--- src/shared/lpbp_pkg.sv ---
// Constants, field layout and state codes of the local processor bus port
// Notes on behaviour
// - Width 11, encoding 1, top lanes 11: burst of four, last held active.
// - Reads match writes except read/write levels and device-driven data.
// - 8-bit bursts step the doubleword after a phase with lanes 3:2 at 11.
// - 16-bit mode: low lane inputs are byte enables or data strobes.
// - 16-bit bursts step the doubleword after a phase with lane 3 high.
// - Latch held active: address taken when strobe and select are active.
// - Otherwise address taken at latch trailing edge; phase still needed.
// - Latch input active level comes from a setup polarity bit.
// - Ready output drives always or tri-states; level is programmable.
// - Tri-state mode drives ready inactive one clock, then floats it.
// - Late release off: read data driven from one clock after address.
// - Late release on: read data held one clock after the final phase.
// - Stretch on, strobe active at end: ready and data held until it drops.
// - Width 11, encoding 0, top lanes 11 wraps at four unless wrap off.
// - Strobe mode bit 0 picks strobe level, 0 low and 1 high.
// - Strobe mode bit 1 picks falling-edge strobe sampling.
// - Ready and select have own falling-edge bits; others sample rising.
// - A falling sample qualifies the next rising edge; address taken then.
// - Read/write style: 00 write high, 01 write low, 1x separate strobes.
// - Width 10: lane inputs are direct enables for all four lanes.
package lpbp_pkg;
  // Register offsets on the setup port
  localparam logic [7:0]  SETUP_OFS  = 8'h00;
  localparam logic [7:0]  STATUS_OFS = 8'h04;
  localparam logic [14:0] SETUP_RST  = 15'h0002;
  // Bit positions inside local_bus_setup
  localparam int WIDTH_LSB   = 0;
  localparam int ENC_BIT     = 2;
  localparam int LATCH_POL   = 3;
  localparam int RDY_POL     = 4;
  localparam int RDY_TRI     = 5;
  localparam int LATE_BIT    = 6;
  localparam int STRETCH_BIT = 7;
  localparam int WRAP_OFF    = 8;
  localparam int AS_POL      = 9;
  localparam int AS_FALL     = 10;
  localparam int RDY_FALL    = 11;
  localparam int SEL_FALL    = 12;
  localparam int RW_LSB      = 13;
  // Codes of port_width_sel and rw_signal_style
  localparam logic [1:0] W8       = 2'h0;
  localparam logic [1:0] W16      = 2'h1;
  localparam logic [1:0] W32      = 2'h2;
  localparam logic [1:0] W32E     = 2'h3;
  localparam logic [1:0] RW_WHIGH = 2'h0;
  localparam logic [1:0] RW_WLOW  = 2'h1;
  // Stepping constants
  localparam logic [1:0]  LINE_END  = 2'h3;
  localparam logic [1:0]  TOP_PAIR  = 2'h3;
  localparam logic [1:0]  LINE_STEP = 2'h1;
  localparam logic [12:0] ADDR_STEP = 13'h0001;
  localparam logic [3:0]  ONE_LANE  = 4'h1;
  // Active-low internal enables, four bits per lane code, code 0 lowest
  localparam logic [63:0] ENC0_MAP = 64'hEC81_EC93_EDB7_EC80;
  localparam logic [63:0] ENC1_MAP = 64'h0000_CC33_EDB7_0000;
  typedef enum logic [1:0] {
    S_IDLE    = 2'b00,
    S_DATA    = 2'b01,
    S_STRETCH = 2'b10,
    S_HOLD    = 2'b11
  } lpbp_state_type;
endpackage : lpbp_pkg

--- src/lpbp_port.sv ---
// Local processor bus target port with setup register and memory side
//
// Implementation choices: the placing of the registers and the strobed register port.
`timescale 1ns/1ps
`default_nettype none
module lpbp_port (
  // Clock and reset
  input  wire logic        ref_clk,
  input  wire logic        rst,
  // Setup register port
  input  wire logic [7:0]  cfg_addr,
  input  wire logic [31:0] cfg_wdata,
  input  wire logic        cfg_wr,
  input  wire logic        cfg_rd,
  output logic      [31:0] cfg_rdata,
  // Local bus control pins
  input  wire logic        strobe_pin,
  input  wire logic        select_n,
  input  wire logic        read_n,
  input  wire logic        write_n,
  input  wire logic        latch_pin,
  input  wire logic [12:0] local_addr,
  input  wire logic [3:0]  byte_lane_inputs,
  input  wire logic        burst_final_n,
  input  wire logic        ready_in_n,
  input  wire logic        ready_in,
  // Ready output pin
  output logic             ready_out,
  output logic             ready_out_oe,
  // Data pins
  input  wire logic [31:0] dq_in,
  output logic      [31:0] dq_out,
  output logic             dq_oe,
  // Shared memory side
  output logic      [12:0] mem_addr,
  input  wire logic [31:0] mem_rdata,
  output logic             mem_wr,
  output logic      [12:0] mem_waddr,
  output logic      [3:0]  mem_be_n,
  output logic      [31:0] mem_wdata
);
  lpbp_pkg::lpbp_state_type state_q, state_d;
  logic [14:0] setup_q;
  logic [31:0] cfg_rdata_q;
  logic [12:0] addr_q, next_addr, ale_addr_q;
  logic        wr_q, burst4_q, wrap_q, line_q, ale_q;
  logic [1:0]  cnt_q;
  logic        strobe_neg_q, select_neg_q, ready_neg_q;
  logic        rdy_act_q, rdy_act_d, rdy_out_q, rdy_oe_q;
  logic        dq_oe_q, dq_oe_d;
  logic [31:0] rd_sel, wr_sel;
  logic        mem_wr_q;
  logic [12:0] mem_waddr_q;
  logic [3:0]  mem_be_n_q, lane_be_n;
  logic [31:0] mem_wdata_q;
  logic [1:0]  width, rw_style;
  logic        strobe_eff, sel_act, phase_done, last, addr_phase;
  logic        wr_now, ale_act, late, stretch, tri_mode, rdy_pol;

  // Setup fields
  assign width    = setup_q[lpbp_pkg::WIDTH_LSB +: 2];
  assign rw_style = setup_q[lpbp_pkg::RW_LSB +: 2];
  assign late     = setup_q[lpbp_pkg::LATE_BIT];
  assign stretch  = setup_q[lpbp_pkg::STRETCH_BIT];
  assign tri_mode = setup_q[lpbp_pkg::RDY_TRI];
  assign rdy_pol  = setup_q[lpbp_pkg::RDY_POL];
  assign ale_act  = latch_pin == setup_q[lpbp_pkg::LATCH_POL];

  // Falling-edge samples, stored as active flags so reset means idle
  always_ff @(negedge ref_clk) begin
    if (rst) begin
      strobe_neg_q <= 1'b0;
      select_neg_q <= 1'b0;
      ready_neg_q  <= 1'b0;
    end else begin
      strobe_neg_q <= strobe_pin == setup_q[lpbp_pkg::AS_POL];
      select_neg_q <= !select_n;
      ready_neg_q  <= !ready_in_n && ready_in;
    end
  end

  // Qualified strobe, select, ready and direction for this rising edge
  always_comb begin
    if (rw_style[1]) begin
      strobe_eff = !read_n || !write_n;
    end else if (setup_q[lpbp_pkg::AS_FALL]) begin
      strobe_eff = strobe_neg_q;
    end else begin
      strobe_eff = strobe_pin == setup_q[lpbp_pkg::AS_POL];
    end
    sel_act = setup_q[lpbp_pkg::SEL_FALL] ? select_neg_q
                                          : !select_n;
    phase_done = setup_q[lpbp_pkg::RDY_FALL] ? ready_neg_q
                 : (!ready_in_n && ready_in);
    if (rw_style == lpbp_pkg::RW_WHIGH) begin
      wr_now = read_n;
    end else if (rw_style == lpbp_pkg::RW_WLOW) begin
      wr_now = !write_n;
    end else begin
      wr_now = !write_n;
    end
  end

  assign addr_phase = state_q == lpbp_pkg::S_IDLE && strobe_eff && sel_act;
  // Burst of four ignores burst_final; others end on it
  assign last = burst4_q ? cnt_q == lpbp_pkg::LINE_END
                         : !burst_final_n;

  // Address stepping after a completed data phase
  always_comb begin
    next_addr = addr_q;
    if (width == lpbp_pkg::W8) begin
      if (byte_lane_inputs[3:2] == lpbp_pkg::TOP_PAIR) begin
        next_addr = addr_q + lpbp_pkg::ADDR_STEP;
      end
    end else if (width == lpbp_pkg::W16) begin
      if (byte_lane_inputs[3]) begin
        next_addr = addr_q + lpbp_pkg::ADDR_STEP;
      end
    end else if (wrap_q) begin
      next_addr = {addr_q[12:2],
                   addr_q[1:0] + lpbp_pkg::LINE_STEP};
    end else begin
      next_addr = addr_q + lpbp_pkg::ADDR_STEP;
    end
  end

  // Lane enables and data steering; top lanes carry low address bits in 8- and 16-bit modes
  always_comb begin
    lane_be_n = byte_lane_inputs;
    wr_sel    = dq_in;
    rd_sel    = mem_rdata;
    if (width == lpbp_pkg::W8) begin
      lane_be_n = ~(lpbp_pkg::ONE_LANE
                    << byte_lane_inputs[3:2]);
      wr_sel = {4{dq_in[7:0]}};
      rd_sel = {24'h00_0000,
                mem_rdata[{byte_lane_inputs[3:2], 3'b000} +: 8]};
    end else if (width == lpbp_pkg::W16) begin
      lane_be_n = byte_lane_inputs[3] ? {byte_lane_inputs[1:0], 2'b11}
                  : {2'b11, byte_lane_inputs[1:0]};
      wr_sel = {2{dq_in[15:0]}};
      rd_sel = {16'h0000, byte_lane_inputs[3] ? mem_rdata[31:16]
                                              : mem_rdata[15:0]};
    end else if (width == lpbp_pkg::W32) begin
      lane_be_n = byte_lane_inputs;
    end else if (line_q) begin
      lane_be_n = 4'h0; // Line transfers move whole doublewords
    end else if (setup_q[lpbp_pkg::ENC_BIT]) begin
      lane_be_n = lpbp_pkg::ENC1_MAP[{byte_lane_inputs, 2'b00} +: 4];
    end else begin
      lane_be_n = lpbp_pkg::ENC0_MAP[{byte_lane_inputs, 2'b00} +: 4];
    end
  end

  // Transfer sequencing; ready and data enable follow the state
  always_comb begin
    state_d   = state_q;
    rdy_act_d = rdy_act_q;
    dq_oe_d   = dq_oe_q;
    case (state_q)
      lpbp_pkg::S_IDLE: begin
        if (addr_phase) begin
          state_d   = lpbp_pkg::S_DATA;
          rdy_act_d = 1'b1;
          dq_oe_d   = !wr_now;
        end
      end
      lpbp_pkg::S_DATA: begin
        if (phase_done && last) begin
          if (stretch && strobe_eff) begin
            state_d = lpbp_pkg::S_STRETCH;
          end else if (!wr_q && late) begin
            state_d   = lpbp_pkg::S_HOLD;
            rdy_act_d = 1'b0;
          end else begin
            state_d   = lpbp_pkg::S_IDLE;
            rdy_act_d = 1'b0;
            dq_oe_d   = 1'b0;
          end
        end
      end
      lpbp_pkg::S_STRETCH: begin
        if (!strobe_eff) begin
          rdy_act_d = 1'b0;
          if (!wr_q && late) begin
            state_d = lpbp_pkg::S_HOLD;
          end else begin
            state_d = lpbp_pkg::S_IDLE;
            dq_oe_d = 1'b0;
          end
        end
      end
      lpbp_pkg::S_HOLD: begin
        state_d = lpbp_pkg::S_IDLE;
        dq_oe_d = 1'b0;
      end
      default: begin
        state_d   = lpbp_pkg::S_IDLE;
        rdy_act_d = 1'b0;
        dq_oe_d   = 1'b0;
      end
    endcase
  end

  // State, ready and data enable registers
  always_ff @(posedge ref_clk) begin
    if (rst) begin
      state_q   <= lpbp_pkg::S_IDLE;
      rdy_act_q <= 1'b0;
      dq_oe_q   <= 1'b0;
    end else begin
      state_q   <= state_d;
      rdy_act_q <= rdy_act_d;
      dq_oe_q   <= dq_oe_d;
    end
  end

  // Ready pin: driven one clock inactive before floating in tri-state mode
  always_ff @(posedge ref_clk) begin
    if (rst) begin
      rdy_out_q <= 1'b1;
      rdy_oe_q  <= 1'b1;
    end else begin
      rdy_out_q <= rdy_act_d ? rdy_pol : !rdy_pol;
      rdy_oe_q  <= !tri_mode || rdy_act_d || rdy_act_q;
    end
  end

  // Latch trailing edge keeps the address for a later address phase
  always_ff @(posedge ref_clk) begin
    if (rst) begin
      ale_q      <= 1'b0;
      ale_addr_q <= 13'h0000;
    end else begin
      ale_q <= ale_act;
      if (ale_q && !ale_act) begin
        ale_addr_q <= local_addr;
      end
    end
  end

  // Transfer context captured at the address phase, stepped per phase
  always_ff @(posedge ref_clk) begin
    if (rst) begin
      addr_q   <= 13'h0000;
      wr_q     <= 1'b0;
      burst4_q <= 1'b0;
      wrap_q   <= 1'b0;
      line_q   <= 1'b0;
      cnt_q    <= 2'h0;
    end else if (addr_phase) begin
      // Held latch or a same-cycle trailing edge uses the pins directly
      addr_q <= (ale_act || ale_q) ? local_addr
                                   : ale_addr_q;
      wr_q   <= wr_now;
      cnt_q  <= 2'h0;
      line_q <= width == lpbp_pkg::W32E
                && byte_lane_inputs[3:2] == lpbp_pkg::TOP_PAIR;
      burst4_q <= width == lpbp_pkg::W32E && setup_q[lpbp_pkg::ENC_BIT]
                  && byte_lane_inputs[3:2] == lpbp_pkg::TOP_PAIR;
      wrap_q <= width == lpbp_pkg::W32E && !setup_q[lpbp_pkg::ENC_BIT]
                && byte_lane_inputs[3:2] == lpbp_pkg::TOP_PAIR
                && !setup_q[lpbp_pkg::WRAP_OFF];
    end else if (state_q == lpbp_pkg::S_DATA && phase_done) begin
      addr_q <= next_addr;
      cnt_q  <= cnt_q + lpbp_pkg::LINE_STEP;
    end
  end

  // Memory write pulse per completed write phase
  always_ff @(posedge ref_clk) begin
    if (rst) begin
      mem_wr_q    <= 1'b0;
      mem_waddr_q <= 13'h0000;
      mem_be_n_q  <= 4'hF;
      mem_wdata_q <= 32'h0000_0000;
    end else begin
      mem_wr_q <= state_q == lpbp_pkg::S_DATA && phase_done && wr_q;
      if (state_q == lpbp_pkg::S_DATA && phase_done && wr_q) begin
        mem_waddr_q <= addr_q;
        mem_be_n_q  <= lane_be_n;
        mem_wdata_q <= wr_sel;
      end
    end
  end

  // Setup register write and registered read answer
  always_ff @(posedge ref_clk) begin
    if (rst) begin
      setup_q     <= lpbp_pkg::SETUP_RST;
      cfg_rdata_q <= 32'h0000_0000;
    end else begin
      if (cfg_wr && cfg_addr == lpbp_pkg::SETUP_OFS) begin
        setup_q <= cfg_wdata[14:0];
      end
      if (!cfg_rd) begin
        cfg_rdata_q <= 32'h0000_0000;
      end else if (cfg_addr == lpbp_pkg::SETUP_OFS) begin
        cfg_rdata_q <= {17'h0_0000, setup_q};
      end else if (cfg_addr == lpbp_pkg::STATUS_OFS) begin
        cfg_rdata_q <= {14'h0000, state_q, wr_q, cnt_q, addr_q};
      end else begin
        cfg_rdata_q <= 32'h0000_0000; // Unmapped reads answer zero
      end
    end
  end

  // Outputs straight from flops; read data comes from the memory's own path
  assign cfg_rdata    = cfg_rdata_q;
  assign ready_out    = rdy_out_q;
  assign ready_out_oe = rdy_oe_q;
  // A flop here would hand back the previous address for every phase
  assign dq_out       = rd_sel;
  assign dq_oe        = dq_oe_q;
  assign mem_addr     = addr_q;
  assign mem_wr       = mem_wr_q;
  assign mem_waddr    = mem_waddr_q;
  assign mem_be_n     = mem_be_n_q;
  assign mem_wdata    = mem_wdata_q;
endmodule : lpbp_port
`default_nettype wire

--- config.mk ---
export PLATFORM = sky130hd
export DESIGN_NAME = lpbp_port
export DESIGN_NICKNAME = d
export VERILOG_FILES = /design/src/shared/lpbp_pkg.sv /design/src/lpbp_port.sv
export SDC_FILE = /design/constraint.sdc
export NUM_CORES = 1
export LEC_CHECK = 0
export BUFFER_PORTS_ARGS = -buffer_cell sky130_fd_sc_hd__buf_2
export CORE_MARGIN = 2
export CORE_UTILIZATION = 48
export DETAILED_ROUTE_END_ITERATION = 8
export PLACE_DENSITY = 0.8
export SKIP_LAST_GASP = 1
export SYNTH_ARGS = -nofsm -noshare
export SYNTH_HDL_FRONTEND = slang
export SYNTH_SLANG_ARGS = --single-unit
--- constraint.sdc ---
create_clock -name ref_clk -period 3.45 [get_ports ref_clk]
set_input_delay 1.035 -clock ref_clk [delete_from_list [all_inputs] [get_ports ref_clk]]
set_output_delay 1.035 -clock ref_clk [all_outputs]
set_load 0.01 [all_outputs]
==> reports/summary.md <==
The total overflow left after global routing is 0. The checks that failed: setup timing. The logs give 782 for the number of cells produced by synthesis and 4 for the count of H-tree levels built during CTS. The element type at the critical path end is a flip-flop. The run gives 0 as the final max-slew violation count. The number of flip-flops and latches in the synthesized netlist is 125, and the largest voltage drop on the vdd net is 0.263 mV. Global routing consumed, over all layers together, 27.0% of the routing resources. The worst register-to-register path ends at mem_addr[12]. The worst-case clock skew is 0.0339 ns, and the headroom to the max-slew limit is 62.2%. For the detailed placement HPWL, the log shows 14100 µm.

In the synthesized netlist the async set-or-reset flop fraction comes to 0%. Entering global routing, the biggest net connects 43 pins. TritonCTS built the clock tree. The tools report the number of maximum-capacitance violations as 0. The setup check on the worst reg-to-reg path leaves a slack of -0.08 ns.

Clock tree synthesis inserted a total of 17 buffers. The count of flip-flops with a built-in enable after synthesis was 0. The logs give 0.44 ns for the latest clock arrival within the worst-skew pair and 13900 µm² for the total die area. Final antenna diode count: 0. The net count of the finished layout is 1147. The initialized floorplan defines 41 standard-cell rows. STA puts the critical path data arrival time at 3.85 ns.

Number of endpoints failing setup at the final stage: 1. Summed over all cells, the static leakage comes to 0.00364 µW. The source of the critical timing path is ready_neg_q.

The tightest min-delay check is of the flip-flop to flip-flop type. The number of optimization iterations in the first detailed-route pass was 6; the number of hold-slack violations in the final timing report was 0. The finished layout holds 1193 standard cells, fillers aside.

The tools report the required time of the worst setup path as 3.77 ns. Setup repair after global routing could not meet its margin everywhere. The routed layout has 6594 vias. Each instance of the synthesized netlist takes up on average 7.98 µm².

The logs give 2 for the worst-case clock buffer depth and 3760 µW for the sum of internal, switching and leakage power. For this run, the register share of the synthesized area comes to 40.1%. Once detail routing completed, the nets flagged for antenna violations numbered 0. In this run, the number of DRC markers left after iteration 0 of detailed routing was 444. The tools report the number of hold buffers added after CTS as 0.

Among all flip-flop cells after synthesis, the most frequent one is sky130_fd_sc_hd__dfxtp_1. In this run the worst setup path terminates at mem_addr[12]. In this run the count of I/O pins placed on the die edge is 263. Relative to the synthesized area, the layout overhead comes to 32.8%. The number of cells on the worst reg-to-reg path was 5; the via count of the first global-routing pass was 5988.

Fill cells in the final layout number 1123. From left edge to right edge, the die measures 118 µm. The CTS sink count was 125.

The area of the mapped netlist is 6240 µm², and the final-layout setup total negative slack is -0.0777 ns. The run finished, with violations left. The ratio of total power to cell area came out at 454 nW/µm². STA classifies the critical path startpoint as a flip-flop. The routed design has 19200 µm of wire. The tree is rooted in a sky130_fd_sc_hd__clkbuf_16. After detailed placement, the design holds a cell count of 1158.

The effective utilization at floorplan was 49.3%; the fraction of layout cells with a size suffix above 1 was 31.0%. Measured along the y axis, the die boundary spans 118 µm. The total of buffers placed on input and output ports works out to 231. The post-layout worst setup margin is -0.0777 ns.

The routability congestion estimate from global placement came out at 0.858. In this run the worst path has a maximum fanout of 3. The worst setup path is of the flip-flop to flip-flop kind. The first global-routing pass estimated 30400 µm of wire. For the pin with the worst max-slew slack, the measured transition is 0.565 ns. Reg-to-reg startpoint: ready_neg_q. For the number of antenna violations at the first check in global routing, the log shows 0. In this run the standard cell core region covers 12700 µm². The count of yosys warnings during synthesis is 0. After clock tree synthesis, the clock-pin slew on the worst setup and hold paths is 0.05 ns.

In the routed layout, each cell is associated on average with a via count of 5.53. The run gives 0 as the remaining design rule violation count. In the final routed layout, each cell accounts on average for 16.1 µm. For the number of different library cells in the post-synthesis netlist, the log shows 60.
[power breakdown]
part	leakage (µW)	total, µW	internal, µW	switching [µW]
logic	0.00231	467	215	251
clock network	0.000327	1760	1140	627
registers	0.00101	1530	1480	51.2
total	0.00364	3760	2830	929
[state kept, by name, indices dropped and copies added, names as in the netlist]
| signal | cells |
|---|---|
| state_q | 2 |
| mem_waddr | 13 |
| mem_wr | 1 |
| setup_q | 15 |
| mem_addr | 13 |
| dq_oe | 1 |
| ready_out | 1 |
| cnt_q | 2 |
| rdy_act_q | 1 |
| select_neg_q | 1 |
| cfg_rdata | 18 |
| ale_q | 1 |
| mem_be_n | 4 |
| ready_neg_q | 1 |
| ale_addr_q | 13 |
| strobe_neg_q | 1 |
| wr_q | 1 |
| mem_wdata | 32 |
| wrap_q | 1 |
| burst4_q | 1 |
| line_q | 1 |
| ready_out_oe | 1 |
[synthesized netlist by cell type (3+ instances only)]
cell type	number	share of area (%)
sky130_fd_sc_hd__mux4_2	6	2.2
sky130_fd_sc_hd__xnor2_1	9	1.3
sky130_fd_sc_hd__and2_1	20	2.0
sky130_fd_sc_hd__a311oi_1	10	1.4
sky130_fd_sc_hd__nand2b_1	6	0.60
sky130_fd_sc_hd__a21boi_0	4	0.48
sky130_fd_sc_hd__nor3_1	8	0.64
sky130_fd_sc_hd__mux2_2	5	0.90
sky130_fd_sc_hd__clkbuf_1	55	3.3
sky130_fd_sc_hd__and3_1	3	0.30
sky130_fd_sc_hd__inv_1	15	0.90
sky130_fd_sc_hd__or4_1	3	0.36
sky130_fd_sc_hd__nor2b_1	11	1.1
sky130_fd_sc_hd__nand4_1	4	0.40
sky130_fd_sc_hd__a22o_1	7	0.98
sky130_fd_sc_hd__a21o_1	7	0.84
sky130_fd_sc_hd__buf_4	15	1.8
sky130_fd_sc_hd__o21ai_0	34	2.7
sky130_fd_sc_hd__dfxtp_1	125	40
sky130_fd_sc_hd__nor4_1	8	0.80
sky130_fd_sc_hd__o31a_1	4	0.56
sky130_fd_sc_hd__a21oi_1	90	7.2
sky130_fd_sc_hd__nand3_1	36	2.9
sky130_fd_sc_hd__ha_1	6	1.2
sky130_fd_sc_hd__a22oi_1	8	0.96
sky130_fd_sc_hd__o21bai_1	3	0.36
sky130_fd_sc_hd__a211oi_1	11	1.3
sky130_fd_sc_hd__mux2i_1	36	5.8
sky130_fd_sc_hd__o31ai_1	3	0.36
sky130_fd_sc_hd__nor2_1	46	2.8
sky130_fd_sc_hd__or2_2	3	0.30
sky130_fd_sc_hd__nand2_1	146	8.8
[repair_timing]
action / 4_1_cts / 5_1_grt
setup buffers: 0 / 1
endpoints found under the hold margin: 0 / 0
cloned: 0 / 0
resized for setup: 1 / 5
endpoints found under the setup margin: 3 / 7
pin swaps: 1 / 3
[placed cells by master, fill, tap and decap left out, drive strengths merged, types with 9 or more instances in the layout]
master and n:
a211oi 11, a21oi 90, a311oi 10, and2 20
buf 265, clkbuf 26, conb 14, dfxtp 125
inv 20, mux2i 36, nand2 146, nand3 36
nor2 46, nor2b 11, o21ai 34, xnor2 9
[kinds of logic after synthesis]
kind of cell | synth area share (%)
compound gates | 20.0
other cells | 0.0601
mux | 8.84
flops | 40.1
xor+xnor | 1.54
simple gates | 22.1
buf+inv | 6.23
fa+ha+maj | 1.20
[routing by layer]
metal	vias up	routed length [µm]	GRT usage (%)
li1	3167	-	-
met4	0	481	11.1
met1	3082	7860	33.1
met2	301	9410	45.3
met5	-	0	0
met3	44	1470	6.73
[how the worst min path moves through the flow]
stage / cells past startpoint / endpoint / from / slack, ns
final: 2 / mem_waddr[0] / mem_waddr[0] / 0.45
after floorplan: 2 / ale_addr_q[0] / ale_addr_q[0] / 0.43
after CTS: 2 / mem_waddr[0] / mem_waddr[0] / 0.45
after global placement: 2 / mem_wdata[5] / mem_wdata[5] / 0.44
after global routing: 2 / mem_wdata[26] / mem_wdata[26] / 0.47
after detailed placement: 2 / mem_wdata[3] / mem_wdata[3] / 0.44
[stage by stage]
stage | worst slack, ns | hold WS (ns) | cell area, µm² | util [%]
global route | -0.138 | 0.468 | 8290 | 65.4
detailed placement | 0.0181 | 0.444 | 7650 | 60.3
floorplan | 0.00437 | 0.433 | 6290 | -
finish | -0.0777 | 0.448 | 8290 | 65.4
CTS | 0.0106 | 0.451 | 8260 | 65.2
global placement | 0.0207 | 0.439 | 7650 | 60.3
[critical path: stages (launching register included)]
cell	delay [ns]
sky130_fd_sc_hd__dfxtp_1	0.30
sky130_fd_sc_hd__nand2_1	0.07
sky130_fd_sc_hd__a21bo_1	0.21
sky130_fd_sc_hd__or3_4	0.34
sky130_fd_sc_hd__or4_1	0.52
sky130_fd_sc_hd__a311oi_2	0.24
[final cells by class]
| class | instances | area (µm²) | share of cell area (%) |
|---|---|---|---|
| Multi-Input combinational cell | 582 | 3440 | 41.5 |
| Timing Repair Buffer | 265 | 1460 | 17.7 |
| Clock buffer | 26 | 573 | 6.91 |
| Tap cell | 172 | 215 | 2.60 |
| Clock inverter | 9 | 37.5 | 0.453 |
| Inverter | 14 | 52.6 | 0.634 |
| Sequential cell | 125 | 2500 | 30.2 |
Note: power is estimated with default switching activity, not from simulation.
